**config.mk**
```make
export PLATFORM = sky130hd
export DESIGN_NAME = asr_top
export DESIGN_NICKNAME = d
export VERILOG_FILES = /design/src/pkg/asr_pkg.sv /design/src/hdl/asr_top.sv
export SDC_FILE = /design/constraint.sdc
export NUM_CORES = 1
export LEC_CHECK = 0
export ABC_CLOCK_PERIOD_IN_PS = 3600
export BUFFER_PORTS_ARGS = -buffer_cell sky130_fd_sc_hd__buf_2
export CAP_MARGIN = 20
export CORE_MARGIN = 2
export CORE_UTILIZATION = 52
export CTS_CLUSTER_DIAMETER = 60
export DETAILED_ROUTE_END_ITERATION = 8
export GPL_TIMING_DRIVEN = 0
export MAX_ROUTING_LAYER = met4
export PLACE_DENSITY = 0.78
export SETUP_SLACK_MARGIN = 0.05
export SKIP_CTS_REPAIR_TIMING = 1
export SLEW_MARGIN = 20
export SYNTH_ARGS = -nofsm -noshare
export SYNTH_HDL_FRONTEND = slang
export SYNTH_SLANG_ARGS = --single-unit
```
**constraint.sdc**
```tcl
create_clock -name clk -period 3.6 [get_ports clk]
set_input_delay 0.36 -clock clk [delete_from_list [all_inputs] [get_ports clk]]
set_output_delay 0.36 -clock clk [all_outputs]
set_load 0.1 [all_outputs]
```
**src/pkg/asr_pkg.sv**
```systemverilog
// Overview of operation
// Incoming line data is oversampled at sixteen ticks per bit before the character shifter.
// The character shifter takes one bit per bit time from the recovery stage fed by the pin.
// The bit rate comes from a high/low divisor pair plus high-speed and wide-divider selects.
// With both selects set, software must load a divisor above one.
// Reception runs only with the clocked-mode select clear and the port enable set.
// The ninth-bit enable makes each character nine data bits long.
// Characters are accepted only while continuous receive enable is set.
// A finished character sets the receive flag and raises an interrupt when enabled.
// The status register shows the ninth bit and the error flags of the held character.
// Reading the data register returns the low eight bits of the character.
// Clearing continuous receive enable clears the receive errors.
// Software must also set global and peripheral enables in bits 7 and 6 of irq control.
// Address detect is chosen by its enable with nine-bit mode; a bit selects priority.
// With address detect on, characters whose ninth bit is clear are dropped silently.
// A stop bit sampled low marks a framing error in the status register.
// A character ending while data is still unread marks overrun and halts reception.
package asr_pkg;
    // ****************************************
    // Register map (byte addresses)
    // ****************************************
    localparam logic [11:0] ASR_CTRL_ADDR   = 12'h000;
    localparam logic [11:0] ASR_DIVL_ADDR   = 12'h004;
    localparam logic [11:0] ASR_DIVH_ADDR   = 12'h008;
    localparam logic [11:0] ASR_STAT_ADDR   = 12'h00C;
    localparam logic [11:0] ASR_DATA_ADDR   = 12'h010;
    localparam logic [11:0] ASR_IRQS_ADDR   = 12'h014;
    localparam logic [11:0] ASR_IRQM_ADDR   = 12'h018;
    localparam logic [11:0] ASR_INTC_ADDR   = 12'h01C;
    // Control field positions
    localparam int ASR_C_SERIAL_PORT_ENABLE  = 0;
    localparam int ASR_C_SYNC  = 1;
    localparam int ASR_C_CONTINUOUS_RECEIVE_ENABLE  = 2;
    localparam int ASR_C_NINE  = 3;
    localparam int ASR_C_ADDR  = 4;
    localparam int ASR_C_HSEL  = 5;
    localparam int ASR_C_WSEL  = 6;
    localparam int ASR_C_RIE   = 7;
    localparam int ASR_C_PRIO  = 8;
    localparam int ASR_CTRL_W  = 9;
    // Status / irq positions
    localparam int ASR_S_NINTH = 0;
    localparam int ASR_S_FERR  = 1;
    localparam int ASR_S_OERR  = 2;
    localparam int ASR_S_FULL  = 3;
    localparam int ASR_I_RX    = 0;
    localparam int ASR_I_FERR  = 1;
    localparam int ASR_I_OERR  = 2;
    localparam int ASR_IRQ_W   = 3;
    localparam int ASR_INTC_GIE  = 7;
    localparam int ASR_INTC_PERIPHERAL_IRQ_ENABLE = 6;
    // Timing
    localparam logic [3:0]  ASR_OVS_LAST = 4'hF;
    localparam logic [3:0]  ASR_OVS_MID  = 4'h7;
    localparam logic [3:0]  ASR_BITS8    = 4'h8;
    localparam logic [3:0]  ASR_BITS9    = 4'h9;
    localparam logic [15:0] ASR_DIV_RST  = 16'h0000;
    localparam logic [31:0] ASR_ZERO     = 32'h0000_0000;

    // Receiver states
    typedef enum logic [3:0] {
        ASR_IDLE  = 4'b0001,
        ASR_START = 4'b0010,
        ASR_DATA  = 4'b0100,
        ASR_STOP  = 4'b1000
    } asr_state_t;

    // Held character with its flags
    typedef struct packed {
        logic       ninth;
        logic       ferr;
        logic [7:0] data;
    } asr_char_t;
endpackage

```
**src/hdl/asr_top.sv**
```systemverilog
`timescale 1ns/1ps
`default_nettype none
module asr_top (
    // Clock and reset
    input  wire logic        clk,
    input  wire logic        rst,
    // APB slave
    input  wire logic        psel,
    input  wire logic        penable,
    input  wire logic        pwrite,
    input  wire logic [11:0] paddr,
    input  wire logic [31:0] pwdata,
    output logic      [31:0] prdata,
    output logic             pready,
    output logic             pslverr,
    // Serial line
    input  wire logic        receive_pin,
    // Interrupt
    output logic             irq,
    output logic             receive_irq_priority
);
    import asr_pkg::*;

    // ****************************************
    // Registers
    // ****************************************
    logic [ASR_CTRL_W-1:0] ctrl_ff;
    logic [7:0]            div_lo_ff;
    logic [7:0]            div_hi_ff;
    logic [7:0]            intc_ff;
    logic [ASR_IRQ_W-1:0]  irqs_ff;
    logic [ASR_IRQ_W-1:0]  irqm_ff;
    asr_char_t             hold_ff;
    logic                  full_ff;
    logic                  oerr_ff;
    logic                  rx_s1_ff;
    logic                  rx_s2_ff;
    logic [18:0]           bcnt_ff;
    logic                  tick_ff;
    logic [3:0]            ovs_ff;
    logic [3:0]            nbit_ff;
    logic [8:0]            shift_ff;
    asr_state_t            state_ff;
    logic                  done_ff;
    logic                  done_ferr_ff;

    logic        wr_en;
    logic        rd_en;
    logic        port_on;
    logic        rx_on;
    logic [18:0] div_tick;
    logic [15:0] divisor;
    logic [3:0]  nbits;
    logic        accept;

    assign wr_en   = psel && penable && pwrite;
    assign rd_en   = psel && penable && !pwrite;
    assign port_on = ctrl_ff[ASR_C_SERIAL_PORT_ENABLE] && !ctrl_ff[ASR_C_SYNC];
    assign rx_on   = port_on && ctrl_ff[ASR_C_CONTINUOUS_RECEIVE_ENABLE] && !oerr_ff;
    assign divisor = {div_hi_ff, div_lo_ff};
    assign nbits   = ctrl_ff[ASR_C_NINE] ? ASR_BITS9 : ASR_BITS8;
    // Address detect drops characters whose ninth bit is low
    assign accept  = !(ctrl_ff[ASR_C_ADDR] && ctrl_ff[ASR_C_NINE]
                       && !shift_ff[8]);

    // ****************************************
    // Baud tick at sixteen per bit
    // ****************************************
    // Tick period in clocks: wide+fast = n+1, else scaled so the x16 sampler
    // keeps the classic bit rates (fast: n+1, slow: 4x that, 4(n+1))
    always_comb begin
        // Nineteen bits: a full divisor plus one, times four, must not wrap
        div_tick = {3'h0, divisor} + 19'h00001;
        if (!ctrl_ff[ASR_C_WSEL]) begin
            div_tick = {11'h000, div_lo_ff} + 19'h00001;
        end
        if (!ctrl_ff[ASR_C_HSEL]) begin
            div_tick = {div_tick[16:0], 2'h0};
        end
    end

    always_ff @(posedge clk or posedge rst) begin
        if (rst) begin
            bcnt_ff <= 19'h00000;
            tick_ff <= 1'b0;
        end else if (!port_on || bcnt_ff + 19'h00001 >= div_tick) begin
            bcnt_ff <= 19'h00000;
            tick_ff <= port_on;
        end else begin
            bcnt_ff <= bcnt_ff + 19'h00001;
            tick_ff <= 1'b0;
        end
    end

    // Two-flop synchroniser on the line
    always_ff @(posedge clk or posedge rst) begin
        if (rst) begin
            rx_s1_ff <= 1'b1;
            rx_s2_ff <= 1'b1;
        end else begin
            rx_s1_ff <= receive_pin;
            rx_s2_ff <= rx_s1_ff;
        end
    end

    // ****************************************
    // Recovery sampler and shifter
    // ****************************************
    // Mid-bit sampling; a start glitch shorter than half a bit is rejected
    always_ff @(posedge clk or posedge rst) begin
        if (rst) begin
            state_ff     <= ASR_IDLE;
            ovs_ff       <= 4'h0;
            nbit_ff      <= 4'h0;
            shift_ff     <= 9'h000;
            done_ff      <= 1'b0;
            done_ferr_ff <= 1'b0;
        end else begin
            done_ff <= 1'b0;
            if (!rx_on) begin
                state_ff <= ASR_IDLE;
            end else if (tick_ff) begin
                ovs_ff <= ovs_ff + 4'h1;
                case (state_ff)
                    ASR_IDLE: begin
                        ovs_ff <= 4'h0;
                        if (!rx_s2_ff) begin
                            state_ff <= ASR_START;
                        end
                    end
                    ASR_START: begin
                        if (ovs_ff == ASR_OVS_MID) begin
                            ovs_ff   <= 4'h0;
                            nbit_ff  <= 4'h0;
                            state_ff <= rx_s2_ff ? ASR_IDLE : ASR_DATA;
                        end
                    end
                    ASR_DATA: begin
                        if (ovs_ff == ASR_OVS_LAST) begin
                            shift_ff <= ctrl_ff[ASR_C_NINE]
                                      ? {rx_s2_ff, shift_ff[8:1]}
                                      : {1'b0, rx_s2_ff, shift_ff[7:1]};
                            nbit_ff  <= nbit_ff + 4'h1;
                            if (nbit_ff + 4'h1 == nbits) begin
                                state_ff <= ASR_STOP;
                            end
                        end
                    end
                    ASR_STOP: begin
                        if (ovs_ff == ASR_OVS_LAST) begin
                            done_ff      <= 1'b1;
                            done_ferr_ff <= !rx_s2_ff;
                            state_ff     <= ASR_IDLE;
                        end
                    end
                    default: begin
                        state_ff <= ASR_IDLE;
                    end
                endcase
            end
        end
    end

    // ****************************************
    // Holding register and errors
    // ****************************************
    // Done is registered once after the stop sample, so address detect sees final shift
    always_ff @(posedge clk or posedge rst) begin
        if (rst) begin
            hold_ff <= '0;
            full_ff <= 1'b0;
            oerr_ff <= 1'b0;
        end else begin
            if (rd_en && paddr == ASR_DATA_ADDR) begin
                full_ff <= 1'b0;
            end
            if (done_ff && accept) begin
                if (full_ff) begin
                    oerr_ff <= 1'b1;
                end else begin
                    hold_ff.data  <= shift_ff[7:0];
                    hold_ff.ninth <= shift_ff[8];
                    hold_ff.ferr  <= done_ferr_ff;
                    full_ff       <= 1'b1;
                end
            end
            if (!ctrl_ff[ASR_C_CONTINUOUS_RECEIVE_ENABLE]) begin
                oerr_ff      <= 1'b0;
                hold_ff.ferr <= 1'b0;
            end
        end
    end

    // ****************************************
    // Software registers
    // ****************************************
    always_ff @(posedge clk or posedge rst) begin
        if (rst) begin
            ctrl_ff   <= '0;
            div_lo_ff <= ASR_DIV_RST[7:0];
            div_hi_ff <= ASR_DIV_RST[15:8];
            intc_ff   <= 8'h00;
            irqm_ff   <= '0;
        end else if (wr_en) begin
            case (paddr)
                ASR_CTRL_ADDR: ctrl_ff   <= pwdata[ASR_CTRL_W-1:0];
                ASR_DIVL_ADDR: div_lo_ff <= pwdata[7:0];
                ASR_DIVH_ADDR: div_hi_ff <= pwdata[7:0];
                ASR_IRQM_ADDR: irqm_ff   <= pwdata[ASR_IRQ_W-1:0];
                ASR_INTC_ADDR: intc_ff   <= pwdata[7:0];
                default: begin
                end
            endcase
        end
    end

    // Sticky events; a new event wins over a same-cycle clear
    always_ff @(posedge clk or posedge rst) begin
        if (rst) begin
            irqs_ff <= '0;
        end else begin
            if (wr_en && paddr == ASR_IRQS_ADDR) begin
                irqs_ff <= irqs_ff & ~pwdata[ASR_IRQ_W-1:0];
            end
            // Only bits that really fire override a clear of the same cycle
            if (done_ff && accept) begin
                irqs_ff[ASR_I_RX] <= 1'b1;
                if (done_ferr_ff) begin
                    irqs_ff[ASR_I_FERR] <= 1'b1;
                end
                if (full_ff) begin
                    irqs_ff[ASR_I_OERR] <= 1'b1;
                end
            end
        end
    end

    // Interrupt output gated by mask, receive interrupt enable and irq control
    always_ff @(posedge clk or posedge rst) begin
        if (rst) begin
            irq                  <= 1'b0;
            receive_irq_priority <= 1'b0;
        end else begin
            irq <= |(irqs_ff & irqm_ff) && ctrl_ff[ASR_C_RIE]
                   && intc_ff[ASR_INTC_GIE] && intc_ff[ASR_INTC_PERIPHERAL_IRQ_ENABLE];
            receive_irq_priority <= ctrl_ff[ASR_C_PRIO];
        end
    end

    // APB read path, zero-wait, unmapped reads zero with error
    always_ff @(posedge clk or posedge rst) begin
        if (rst) begin
            prdata  <= ASR_ZERO;
            pready  <= 1'b0;
            pslverr <= 1'b0;
        end else begin
            pready  <= psel && !penable;
            pslverr <= 1'b0;
            prdata  <= ASR_ZERO;
            if (psel && !penable) begin
                case (paddr)
                    ASR_CTRL_ADDR: prdata <= {23'h0, ctrl_ff};
                    ASR_DIVL_ADDR: prdata <= {24'h0, div_lo_ff};
                    ASR_DIVH_ADDR: prdata <= {24'h0, div_hi_ff};
                    ASR_STAT_ADDR: prdata <= {28'h0, full_ff, oerr_ff,
                                              hold_ff.ferr, hold_ff.ninth};
                    ASR_DATA_ADDR: prdata <= {24'h0, hold_ff.data};
                    ASR_IRQS_ADDR: prdata <= {29'h0, irqs_ff};
                    ASR_IRQM_ADDR: prdata <= {29'h0, irqm_ff};
                    ASR_INTC_ADDR: prdata <= {24'h0, intc_ff};
                    default:       pslverr <= 1'b1;
                endcase
            end
        end
    end
endmodule
`default_nettype wire

```
# After elaboration in Yosys (flattened, before gate mapping)
# Cells that the tools add are included.
[op_classes]
reduce_logical = 42
n_eq_ne = 25
n_lt_le_gt_ge = 1
n_mux = 41
addsub = 5
bitwise = 4
[op_table]
columns = ["operator", "count"]
rows = [
  ["$pmux W9 S8", 1],
  ["$eq A12 B5 Y1 const B", 4],
  ["$mux W4", 10],
  ["$mux W19", 2],
  ["$mux W9", 4],
  ["$eq A12 B4 Y1 const B", 2],
  ["$add A19 B1 Y19 const B", 1],
  ["$ge A19 B19 Y1", 1],
  ["$reduce_and A2 Y1", 9],
  ["$add A16 B1 Y17 const B", 1],
  ["$mux W1", 17],
  ["$mux W17", 1],
  ["$pmux W4 S2", 2],
  ["$pmux W4 S4", 1],
  ["$logic_and A1 B1 Y1", 15],
  ["$ne A3 B3 Y1 const B", 5],
  ["$eq A12 B3 Y1 const B", 1],
  ["$logic_not A12 Y1", 1],
  ["$add A8 B1 Y9 const B", 1],
  ["$mux W3", 3],
  ["$add A4 B1 Y4 const B", 2],
  ["$eq A4 B3 Y1 const B", 2],
  ["$eq A4 B4 Y1 const B", 2],
  ["$logic_not A1 Y1", 8],
  ["15 further kinds", 22],
]
[word_totals]
inputBits = 50
ff_bits = 132
word_cells = 145

# Longest topological paths before layout
# Gate-level depths: netlist of the first run.
[depth]
word_depth = 7
depth_mapped = 14
ltp_nobuf = 12

# Worst setup path after synthesis of the first run
# No wires, ideal clock.
[synth_timing]
path_type = "register -> register"
from = "register div_lo_ff[0]"
to = "register bcnt_ff[10]"
setup_ns = 0.088
stages_incl_launch_ff = 15
arrival_time_ns = 3.219
setup_slack_ns = 0.293
n_path_buf = 2
cell_sequence = "dfrtp_1 -> ha_1 -> and3_1 -> nand2_1 -> or4_4 -> nor4b_2 -> a311oi_1 -> ha_1 -> a21o_1 -> a21oi_1 -> nor2b_1 -> or4b_1 -> buf_2 -> buf_6 -> nor3b_1"
[synth_via]
elab_chain_cells = 6
word_cells_on_any_way = 7
classes_between = "2 x add/sub; 1 x order compare; 3 x mux; 1 x reduce/logical"
[synth_rtl]
columns = ["element", "line_no", "source"]
rows = [
  ["from (decl)", "asr_top.sv:28", "logic [7:0] div_lo_ff;"],
  ["from (signal assigned)", "asr_top.sv:200", "div_lo_ff <= ASR_DIV_RST[7:0];"],
  ["from (signal assigned)", "asr_top.sv:207", "ASR_DIVL_ADDR: div_lo_ff <= pwdata[7:0];"],
  ["$add A16 B1 Y17 / $add A8 B1 Y9 (equally long branches)", "asr_top.sv:73, asr_top.sv:75", ""],
  ["$mux W17 *", "asr_top.sv:74", "if (!ctrl_ff[ASR_C_WSEL]) begin"],
  ["$mux W19 *", "asr_top.sv:77", "if (!ctrl_ff[ASR_C_HSEL]) begin"],
  ["$ge A19 B19 Y1 *", "asr_top.sv:86", "end else if (!port_on || bcnt_ff + 19'h00001 >= div_tick) begin"],
  ["$logic_or A1 B1 Y1 *", "asr_top.sv:86", ""],
  ["$mux W19 *", "asr_top.sv:86", ""],
  ["to (signal assigned)", "asr_top.sv:90", "bcnt_ff <= bcnt_ff + 19'h00001;"],
  ["to (decl)", "asr_top.sv:38", "logic [18:0] bcnt_ff;"],
]
# Every way passes the cells marked *; elsewhere a longest branch is shown, timed or not.
# A chain may end at the register's enable or synchronous reset.

# Worst setup path after layout of the first run
[layout_timing]
from = "register div_lo_ff[0]"
to = "register bcnt_ff[17]"
# The elaborated chain is that of the path after synthesis.

==> impl_table.tex, run 1 <==
\begin{tabular}{lr}
\hline
Metric & Value \\
\hline
\multicolumn{2}{l}{\textbf{Power}} \\
\quad Peak ir drop on the vdd network & 341 µV \\
\quad Power density over cell area & 334 mW/mm² \\
\quad Static power due to leakage & 0.00339 µW \\
\multicolumn{2}{l}{\textbf{Yosys}} \\
\quad Main area contributors after synthesis & sky130\_fd\_sc\_hd\_\_dfrtp\_1, sky130\_fd\_sc\_hd\_\_mux2\_2, sky130\_fd\_sc\_hd\_\_ha\_1 \\
\quad Adder and majority gate portion of the synthesized area & 4.53\% \\
\quad Combinational family with the most area after synthesis & simple AND/OR/NAND/NOR gates \\
\quad Synthesis warning total & 0 \\
\quad Most used flip-flop cell after synthesis & sky130\_fd\_sc\_hd\_\_dfrtp\_1 \\
\quad Post-Synthesis Cell Area & 0.00635 mm² \\
\quad Cell type contributing the most total cell area after synthesis & sky130\_fd\_sc\_hd\_\_dfrtp\_1 \\
\quad Dominant cell by count in the synthesized netlist & sky130\_fd\_sc\_hd\_\_dfrtp\_1 \\
\quad List of most frequent post-synthesis cells & sky130\_fd\_sc\_hd\_\_dfrtp\_1, sky130\_fd\_sc\_hd\_\_mux2\_2, sky130\_fd\_sc\_hd\_\_nand2\_1 \\
\quad Simple-gate portion of the synthesized area & 19.9\% \\
\quad Fraction of synthesized cell area taken by the top area cell type & 41.7\% \\
\quad Compound-cell area share of the yosys netlist & 10.8\% \\
\quad \#FFs+latches synth & 109 \\
\quad Number of distinct library cell variants in the gate-level netlist after synthesis & 74 \\
\quad Synth Area in XOR/XNOR & 3.58\% \\
\quad Part of the Yosys area used for sequential elements & 43.0\% \\
\quad Cell count after synthesis & 616 \\
\quad Fraction of synthesized area in multiplexers & 12.9\% \\
\quad EDFF count, synth & 0 \\
\quad Async set-reset flop share out of synthesis & 100\% \\
\quad Syn Area/Cell & 10.3 µm² \\
\multicolumn{2}{l}{\textbf{Clock network}} \\
\quad Root cell of the clock tree & sky130\_fd\_sc\_hd\_\_clkbuf\_16 \\
\quad CTS H-tree depth & 3 \\
\quad Clock Tree Buf Depth & 2 \\
\quad Total number of clock tree sinks & 109 \\
\quad Total CTS buffers & 9 \\
\quad Clock slew seen by the registers of the worst setup and hold paths & 80 ps \\
\quad CTS tree & yes \\
\quad Skew-Pair Late Insertion Delay & 360 ps \\
\multicolumn{2}{l}{\textbf{Timing}} \\
\quad Max transition margin & 40.9\% \\
\quad Timing-limited maximum frequency & 279 MHz \\
\quad Unrepaired setup endpoints after global routing & true \\
\quad Post-route fraction of the period consumed by the critical path & 99.6\% \\
\quad Post-route minimum period & 3580 ps \\
\quad Final Hold Fails & 0 \\
\quad Post-Route Skew & 8.87 ps \\
\quad Final TNS setup & 0 ps \\
\quad Number of endpoints failing setup at the final stage & 0 \\
\quad Transition at the pin with the smallest max-transition slack & 881 ps \\
\quad Slew Limit Fails & 0 \\
\multicolumn{2}{l}{\textbf{Routing}} \\
\quad Post-detailed-route wirelength per cell & 17.2 µm \\
\quad Total iterations of the first detailed-routing run & 6 \\
\quad Via count & 4992 \\
\quad Routed WL & 14600 µm \\
\quad Antenna-violating nets left & 0 \\
\quad Post-route DRC & 0 \\
\quad Iteration-0 DRC Markers & 470 \\
\quad Number of vias per cell & 5.87 \\
\multicolumn{2}{l}{\textbf{Setup path}} \\
\quad Worst Setup End Kind & flip-flop \\
\quad Slowest cell on the critical path & sky130\_fd\_sc\_hd\_\_or4\_4 \\
\quad Largest fanout on the critical path & 10 \\
\quad Data required time of the worst path & 3880 ps \\
\quad Top Family by Delay on Critical Path & simple AND/OR/NAND/NOR gates \\
\quad Highest cell delay on the worst timing path & 570 ps \\
\quad WS Path Type & flip-flop to flip-flop \\
\quad Worst reg2reg setup slack & 20 ps \\
\quad Setup crit start kind & flip-flop \\
\quad Stages on worst setup path & 14 \\
\quad Crit path buffers/inverters & 2 \\
\quad CP arrival & 3860 ps \\
\quad Cells traversed along the worst timing path & ha\_4 -> and3\_4 -> nand2\_4 -> or4\_4 -> nor4b\_4 -> a311oi\_2 -> ha\_1 -> a21o\_1 -> a21oi\_2 -> nor2b\_2 -> or4b\_4 -> buf\_6 -> buf\_12 -> nor3b\_2 \\
\quad Terminus of the critical flop-to-flop path & bcnt\_ff[17] \\
\quad Path depth of the worst reg2reg path & 14 \\
\quad Worst R2R Start & div\_lo\_ff[0] \\
\multicolumn{2}{l}{\textbf{Cells and area}} \\
\quad Non-filler cells in the finished layout & 850 \\
\quad Total of fill cells in the finished design & 977 \\
\quad Number of diodes added for antenna fixing & 0 \\
\quad Ratio of cells with drive above 1 in the final layout & 29.0\% \\
\quad Area grow syn2layout & 15.9\% \\
\quad Final \#Nets & 771 \\
\quad Final core utilization & 61.6\% \\
\multicolumn{2}{l}{\textbf{Run}} \\
\quad Max capacitance violation total & 0 \\
\multicolumn{2}{l}{\textbf{Place}} \\
\quad Routability-driven placement congestion ratio & 0.901 \\
\quad HPWL reported at the end of detailed placement & 10500 µm \\
\quad Count of buffers inserted at the top-level ports & 36 \\
\quad Cells after DPL & 822 \\
\multicolumn{2}{l}{\textbf{Die}} \\
\quad Number of top-level pins & 86 \\
\quad X dimension of the die & 115 µm \\
\quad Initial standard-cell utilization of the core & 53.1\% \\
\quad Floorplan core area & 0.0120 mm² \\
\quad Die ar. & 0.0131 mm² \\
\quad Count of standard-cell rows & 40 \\
\quad Vert. Die Dim & 115 µm \\
\multicolumn{2}{l}{\textbf{Worst hold path}} \\
\quad Hold Path End & rx\_s1\_ff \\
\quad Critical hold path startpoint & receive\_pin \\
\quad Cell depth of the worst hold path & 1 \\
\quad Worst Hold Class & primary input to flip-flop \\
\multicolumn{2}{l}{\textbf{GRT}} \\
\quad Global route total overflow & 0 \\
\quad Initial antenna violation count & 0 \\
\quad Global-route usage over all layers & 23.4\% \\
\quad Number of global-route vias before repair & 4615 \\
\quad Maximum number of pins on one net before global-route repair & 78 \\
\quad Global-route wire length before repair & 23400 µm \\
\multicolumn{2}{l}{\textbf{Outcome}} \\
\quad Status & complete, no violations \\
\hline
\end{tabular}
## cell usage in the layout, fill, tap and decap left out, drive strengths merged, types with 3 or more instances in the layout
cell and n:
and2 5, nand2 50, o211ai 4, o21ai 34
xor2 14, dfstp 3, nand2b 6, buf 85
mux2 60, a21o 4, a22oi 9, and3 6
nor2 30, ha 23, inv 12, xnor2 12
nor2b 11, nand4 9, or3 3, dfrtp 106
clkbuf 24, a211oi 9, nor4b 4, a22o 3
a21oi 19, nor3 15, and4 4, o22ai 3
clkinv 4, nand3 34, mux2i 12, nor4 5
nand3b 8, conb 23, nor3b 18
## kinds of logic after synthesis
family / after synthesis
buf+inv: 61
flops: 109
fa+ha+maj: 23
compound gates: 106
simple gates: 217
mux: 73
xor+xnor: 26
other cells: 1
## layer usage
| metal | routed length, µm | track usage, % | share of wire (%) |
|---|---|---|---|
| met1 | 6530 | 31.4 | 45 |
| met2 | 7070 | 36.8 | 48 |
| met4 | 156 | 4.72 | 1.1 |
| met5 | 0 | - | 0 |
| met3 | 884 | 5.45 | 6.0 |
## where the power goes
group / switching (µW) / internal (µW)
clock: 511 / 494
combinational: 182 / 46.1
sequential: 2.35 / 1230
total: 696 / 1770
## state kept, by name, indices dropped and copies added, names as in the netlist, 8 cells and up
signal     count
hold_ff       10
prdata         9
div_hi_ff      8
div_lo_ff      8
intc_ff        8
bcnt_ff       19
shift_ff       9
ctrl_ff        9
## final cells by class
class                   instances  area (µm²)  share of cell area (%)
inverters                       9        38.8                   0.527
clock buffers                   9         225                    3.06
plain buffers                  52         330                    4.49
repair buffers                 49         298                    4.04
well taps                     147         184                    2.50
flip-flops and latches        109        2740                    37.2
multi-input cells             468        3470                    47.2
clock inverters                 7        77.6                    1.05
## per-stage QoR
stage	total power [µW]	setup slack [ps]	hold WS [ps]	cell area, µm²
after global routing	2550	-120	65.6	7360
after floorplan	1440	293	345	6440
final	2460	16.2	91.3	7360
after global placement	1470	-692	346	6800
after detailed placement	1480	-118	347	6830
after CTS	2480	-160	-31.9	7140
## how the worst max path moves through the flow
stage,startpoint,slack (ps),end
2_1_floorplan,div_lo_ff[0],290,bcnt_ff[10]
3_3_place_gp,rst,-690,prdata[8]
3_5_place_dp,div_lo_ff[0],-120,bcnt_ff[17]
4_1_cts,div_lo_ff[0],-160,bcnt_ff[11]
5_1_grt,div_lo_ff[0],-120,bcnt_ff[17]
6_report,div_lo_ff[0],20,bcnt_ff[17]
Note: power is estimated with default switching activity, not from simulation.
==> run 2: changes to the inputs <==
ABC_CLOCK_PERIOD_IN_PS = 3300   (was 3600)
clock period = 3.3 ns   (was 3.6 ns; I/O delays follow)
==> impl_table.tex, run 2 (synthesis gave the netlist of run 1 again) <==
\begin{tabular}{lr}
\hline
Metric & Value \\
\hline
\multicolumn{2}{l}{\textbf{Outcome}} \\
\quad Status & complete, but fails checks \\
\quad Failing checks & setup timing \\
\multicolumn{2}{l}{\textbf{Place}} \\
\quad Count of buffers inserted at the top-level ports & 36 (unchanged) \\
\quad Worst slack after detailed placement & -383 ps (-265 ps) \\
\quad Cells after DPL & 822 (unchanged) \\
\quad Routability-driven placement congestion ratio & 0.920 (+2.1\%) \\
\quad HPWL reported at the end of detailed placement & 10600 µm (+1.4\%) \\
\multicolumn{2}{l}{\textbf{GRT}} \\
\quad Global-route usage over all layers & 23.5\% (+0.038 points) \\
\quad Initial antenna violation count & 0 (unchanged) \\
\quad Maximum number of pins on one net before global-route repair & 73 (-6.4\%) \\
\quad Global-route wire length before repair & 23500 µm (+0.44\%) \\
\quad Number of global-route vias before repair & 4697 (+1.8\%) \\
\quad Global route total overflow & 0 (unchanged) \\
\multicolumn{2}{l}{\textbf{Run}} \\
\quad Max capacitance violation total & 0 (unchanged) \\
\multicolumn{2}{l}{\textbf{Cells and area}} \\
\quad Area grow syn2layout & 16.2\% \\
\quad Final \#Nets & 773 (+0.26\%) \\
\quad Most used cells in the layout excluding fill and tap cells & sky130\_fd\_sc\_hd\_\_dfrtp\_1, sky130\_fd\_sc\_hd\_\_mux2\_2, sky130\_fd\_sc\_hd\_\_nand2\_1 \\
\quad Total of fill cells in the finished design & 968 (-0.92\%) \\
\quad Non-filler cells in the finished layout & 852 (+0.24\%) \\
\quad Number of flip-flops in the largest register & 19 (unchanged) \\
\quad Biggest regs & bcnt\_ff x19, hold\_ff x10 \\
\quad Final core utilization & 61.8\% (+0.19 points) \\
\quad Largest reg by FF count & bcnt\_ff \\
\quad Number of diodes added for antenna fixing & 0 (unchanged) \\
\quad Leading cell type in the layout, fill and taps excluded & sky130\_fd\_sc\_hd\_\_dfrtp\_1 \\
\quad Ratio of cells with drive above 1 in the final layout & 29.5\% (+0.49 points) \\
\multicolumn{2}{l}{\textbf{Routing}} \\
\quad Iteration-0 DRC Markers & 455 (-3.2\%) \\
\quad Antenna-violating nets left & 0 (unchanged) \\
\quad Post-route DRC & 0 (unchanged) \\
\quad Total iterations of the first detailed-routing run & 5 (-1) \\
\quad Via count & 4971 (-0.42\%) \\
\quad Routed WL & 14800 µm (+0.92\%) \\
\quad Post-detailed-route wirelength per cell & 17.3 µm (+0.68\%) \\
\quad Number of vias per cell & 5.83 (-0.65\%) \\
\multicolumn{2}{l}{\textbf{Setup path}} \\
\quad Highest cell delay on the worst timing path & 560 ps (about the same) \\
\quad Crit path buffers/inverters & 2 (unchanged) \\
\quad Top Family by Delay on Critical Path & simple AND/OR/NAND/NOR gates \\
\quad Stages on worst setup path & 14 (unchanged) \\
\quad Slowest cell on the critical path & sky130\_fd\_sc\_hd\_\_or4\_4 \\
\quad Largest fanout on the critical path & 10 (unchanged) \\
\quad Setup crit start kind & flip-flop \\
\quad Worst Setup End Kind & flip-flop \\
\quad Path depth of the worst reg2reg path & 14 (unchanged) \\
\quad Cells traversed along the worst timing path & ha\_4 -> and3\_4 -> nand2\_4 -> or4\_4 -> nor4b\_4 -> a311oi\_2 -> ha\_1 -> a21o\_1 -> a21oi\_2 -> nor2b\_2 -> or4b\_4 -> buf\_6 -> buf\_12 -> nor3b\_1 \\
\quad CP arrival & 3820 ps (-40 ps) \\
\quad WS Path Type & flip-flop to flip-flop \\
\quad Data required time of the worst path & 3580 ps (-300 ps) \\
\multicolumn{2}{l}{\textbf{Die}} \\
\quad Die ar. & 0.0131 mm² (unchanged) \\
\quad Initial standard-cell utilization of the core & 53.1\% (unchanged) \\
\quad Vert. Die Dim & 115 µm (unchanged) \\
\quad Count of standard-cell rows & 40 (unchanged) \\
\quad Floorplan core area & 0.0120 mm² (unchanged) \\
\quad X dimension of the die & 115 µm (unchanged) \\
\quad Number of top-level pins & 86 (unchanged) \\
\multicolumn{2}{l}{\textbf{Clock network}} \\
\quad CTS H-tree depth & 3 (unchanged) \\
\quad Total number of clock tree sinks & 109 (unchanged) \\
\quad Root cell of the clock tree & sky130\_fd\_sc\_hd\_\_clkbuf\_16 \\
\quad Total CTS buffers & 9 (unchanged) \\
\quad CTS tree & yes \\
\quad Clock Tree Buf Depth & 2 (unchanged) \\
\quad Clock slew seen by the registers of the worst setup and hold paths & 80 ps (about the same) \\
\quad Skew-Pair Late Insertion Delay & 370 ps (about the same) \\
\multicolumn{2}{l}{\textbf{Timing}} \\
\quad Worst path setup slack after routing & -245 ps (-261 ps) \\
\quad Slew Limit Fails & 0 (unchanged) \\
\quad Post-route minimum period & 3550 ps (-38.8 ps) \\
\quad Final Hold Fails & 0 (unchanged) \\
\quad Worst hold margin & 53.9 ps (-37.4 ps) \\
\quad Transition at the pin with the smallest max-transition slack & 807 ps (-74.5 ps) \\
\quad Post-route fraction of the period consumed by the critical path & 107\% (+7.9 points) \\
\quad Number of endpoints failing setup at the final stage & 19 (+19) \\
\quad Final TNS setup & -3520 ps (-3520 ps) \\
\quad Unrepaired setup endpoints after global routing & true \\
\quad Post-Route Skew & 9.59 ps (+0.724 ps) \\
\quad Max transition margin & 45.5\% (+4.5 points) \\
\quad Timing-limited maximum frequency & 282 MHz (+1.1\%) \\
\multicolumn{2}{l}{\textbf{Power}} \\
\quad Static power due to leakage & 0.00339 µW (about the same) \\
\quad Power density over cell area & 366 mW/mm² (+9.4\%) \\
\quad Peak ir drop on the vdd network & 465 µV (+36\%) \\
\multicolumn{2}{l}{\textbf{Worst hold path}} \\
\quad Cell depth of the worst hold path & 1 (unchanged) \\
\quad Worst Hold Class & primary input to flip-flop \\
\hline
\end{tabular}
[run 2: final cells by class]
type | count | area [µm²] | area share [%]
Clock inverter | 7 | 85.1 | 1.15
Buffer | 52 | 329 | 4.45
Multi-Input combinational cell | 468 | 3470 | 47.0
Clock buffer | 9 | 225 | 3.05
Inverter | 9 | 38.8 | 0.525
Sequential cell | 109 | 2740 | 37.1
Tap cell | 147 | 184 | 2.49
Timing Repair Buffer | 51 | 313 | 4.23
[run 2: final timing paths]
path                                end          from  slack (ps)
setup / recovery            bcnt_ff[14]  div_lo_ff[1]        -250
hold / removal                 rx_s1_ff   receive_pin          50
setup reg to reg            bcnt_ff[14]  div_lo_ff[1]        -250
hold reg to reg                rx_s2_ff      rx_s1_ff         360
max in group asynchronous  div_lo_ff[6]           rst        2130
min in group asynchronous   state_ff[2]           rst         500
[run 2: worst register-to-register path, stage by stage (launching register included)]
cell	delay, ps
sky130_fd_sc_hd__dfrtp_1	430
sky130_fd_sc_hd__ha_4	170
sky130_fd_sc_hd__and3_4	210
sky130_fd_sc_hd__nand2_4	70
sky130_fd_sc_hd__or4_4	560
sky130_fd_sc_hd__nor4b_4	240
sky130_fd_sc_hd__a311oi_2	80
sky130_fd_sc_hd__ha_1	340
sky130_fd_sc_hd__a21o_1	200
sky130_fd_sc_hd__a21oi_2	140
sky130_fd_sc_hd__nor2b_2	60
sky130_fd_sc_hd__or4b_4	500
sky130_fd_sc_hd__buf_6	160
sky130_fd_sc_hd__buf_12	140
sky130_fd_sc_hd__nor3b_1	180
[run 2: routing by layer]
layer	GRT usage, %	vias up	part of all wire [%]
met5	-	-	0
met1	31.4	2433	45
met3	4.34	16	5.4
met2	36.7	158	48
met4	6.99	0	1.3
li1	-	2364	-
[run 2: per-stage QoR]
step,power (µW),area (µm²)
floorplan,1570,6460
global placement,1610,6820
detailed placement,1610,6860
CTS,2720,7170
global route,2790,7390
finish,2700,7390
[run 2: power breakdown]
part | switching [µW] | total (µW) | internal [µW] | leakage [µW]
sequential | 2.41 | 1340 | 1340 | 0.00147
combinational | 198 | 248 | 50.4 | 0.00176
clock | 568 | 1110 | 547 | 0.000147
total | 768 | 2700 | 1940 | 0.00339
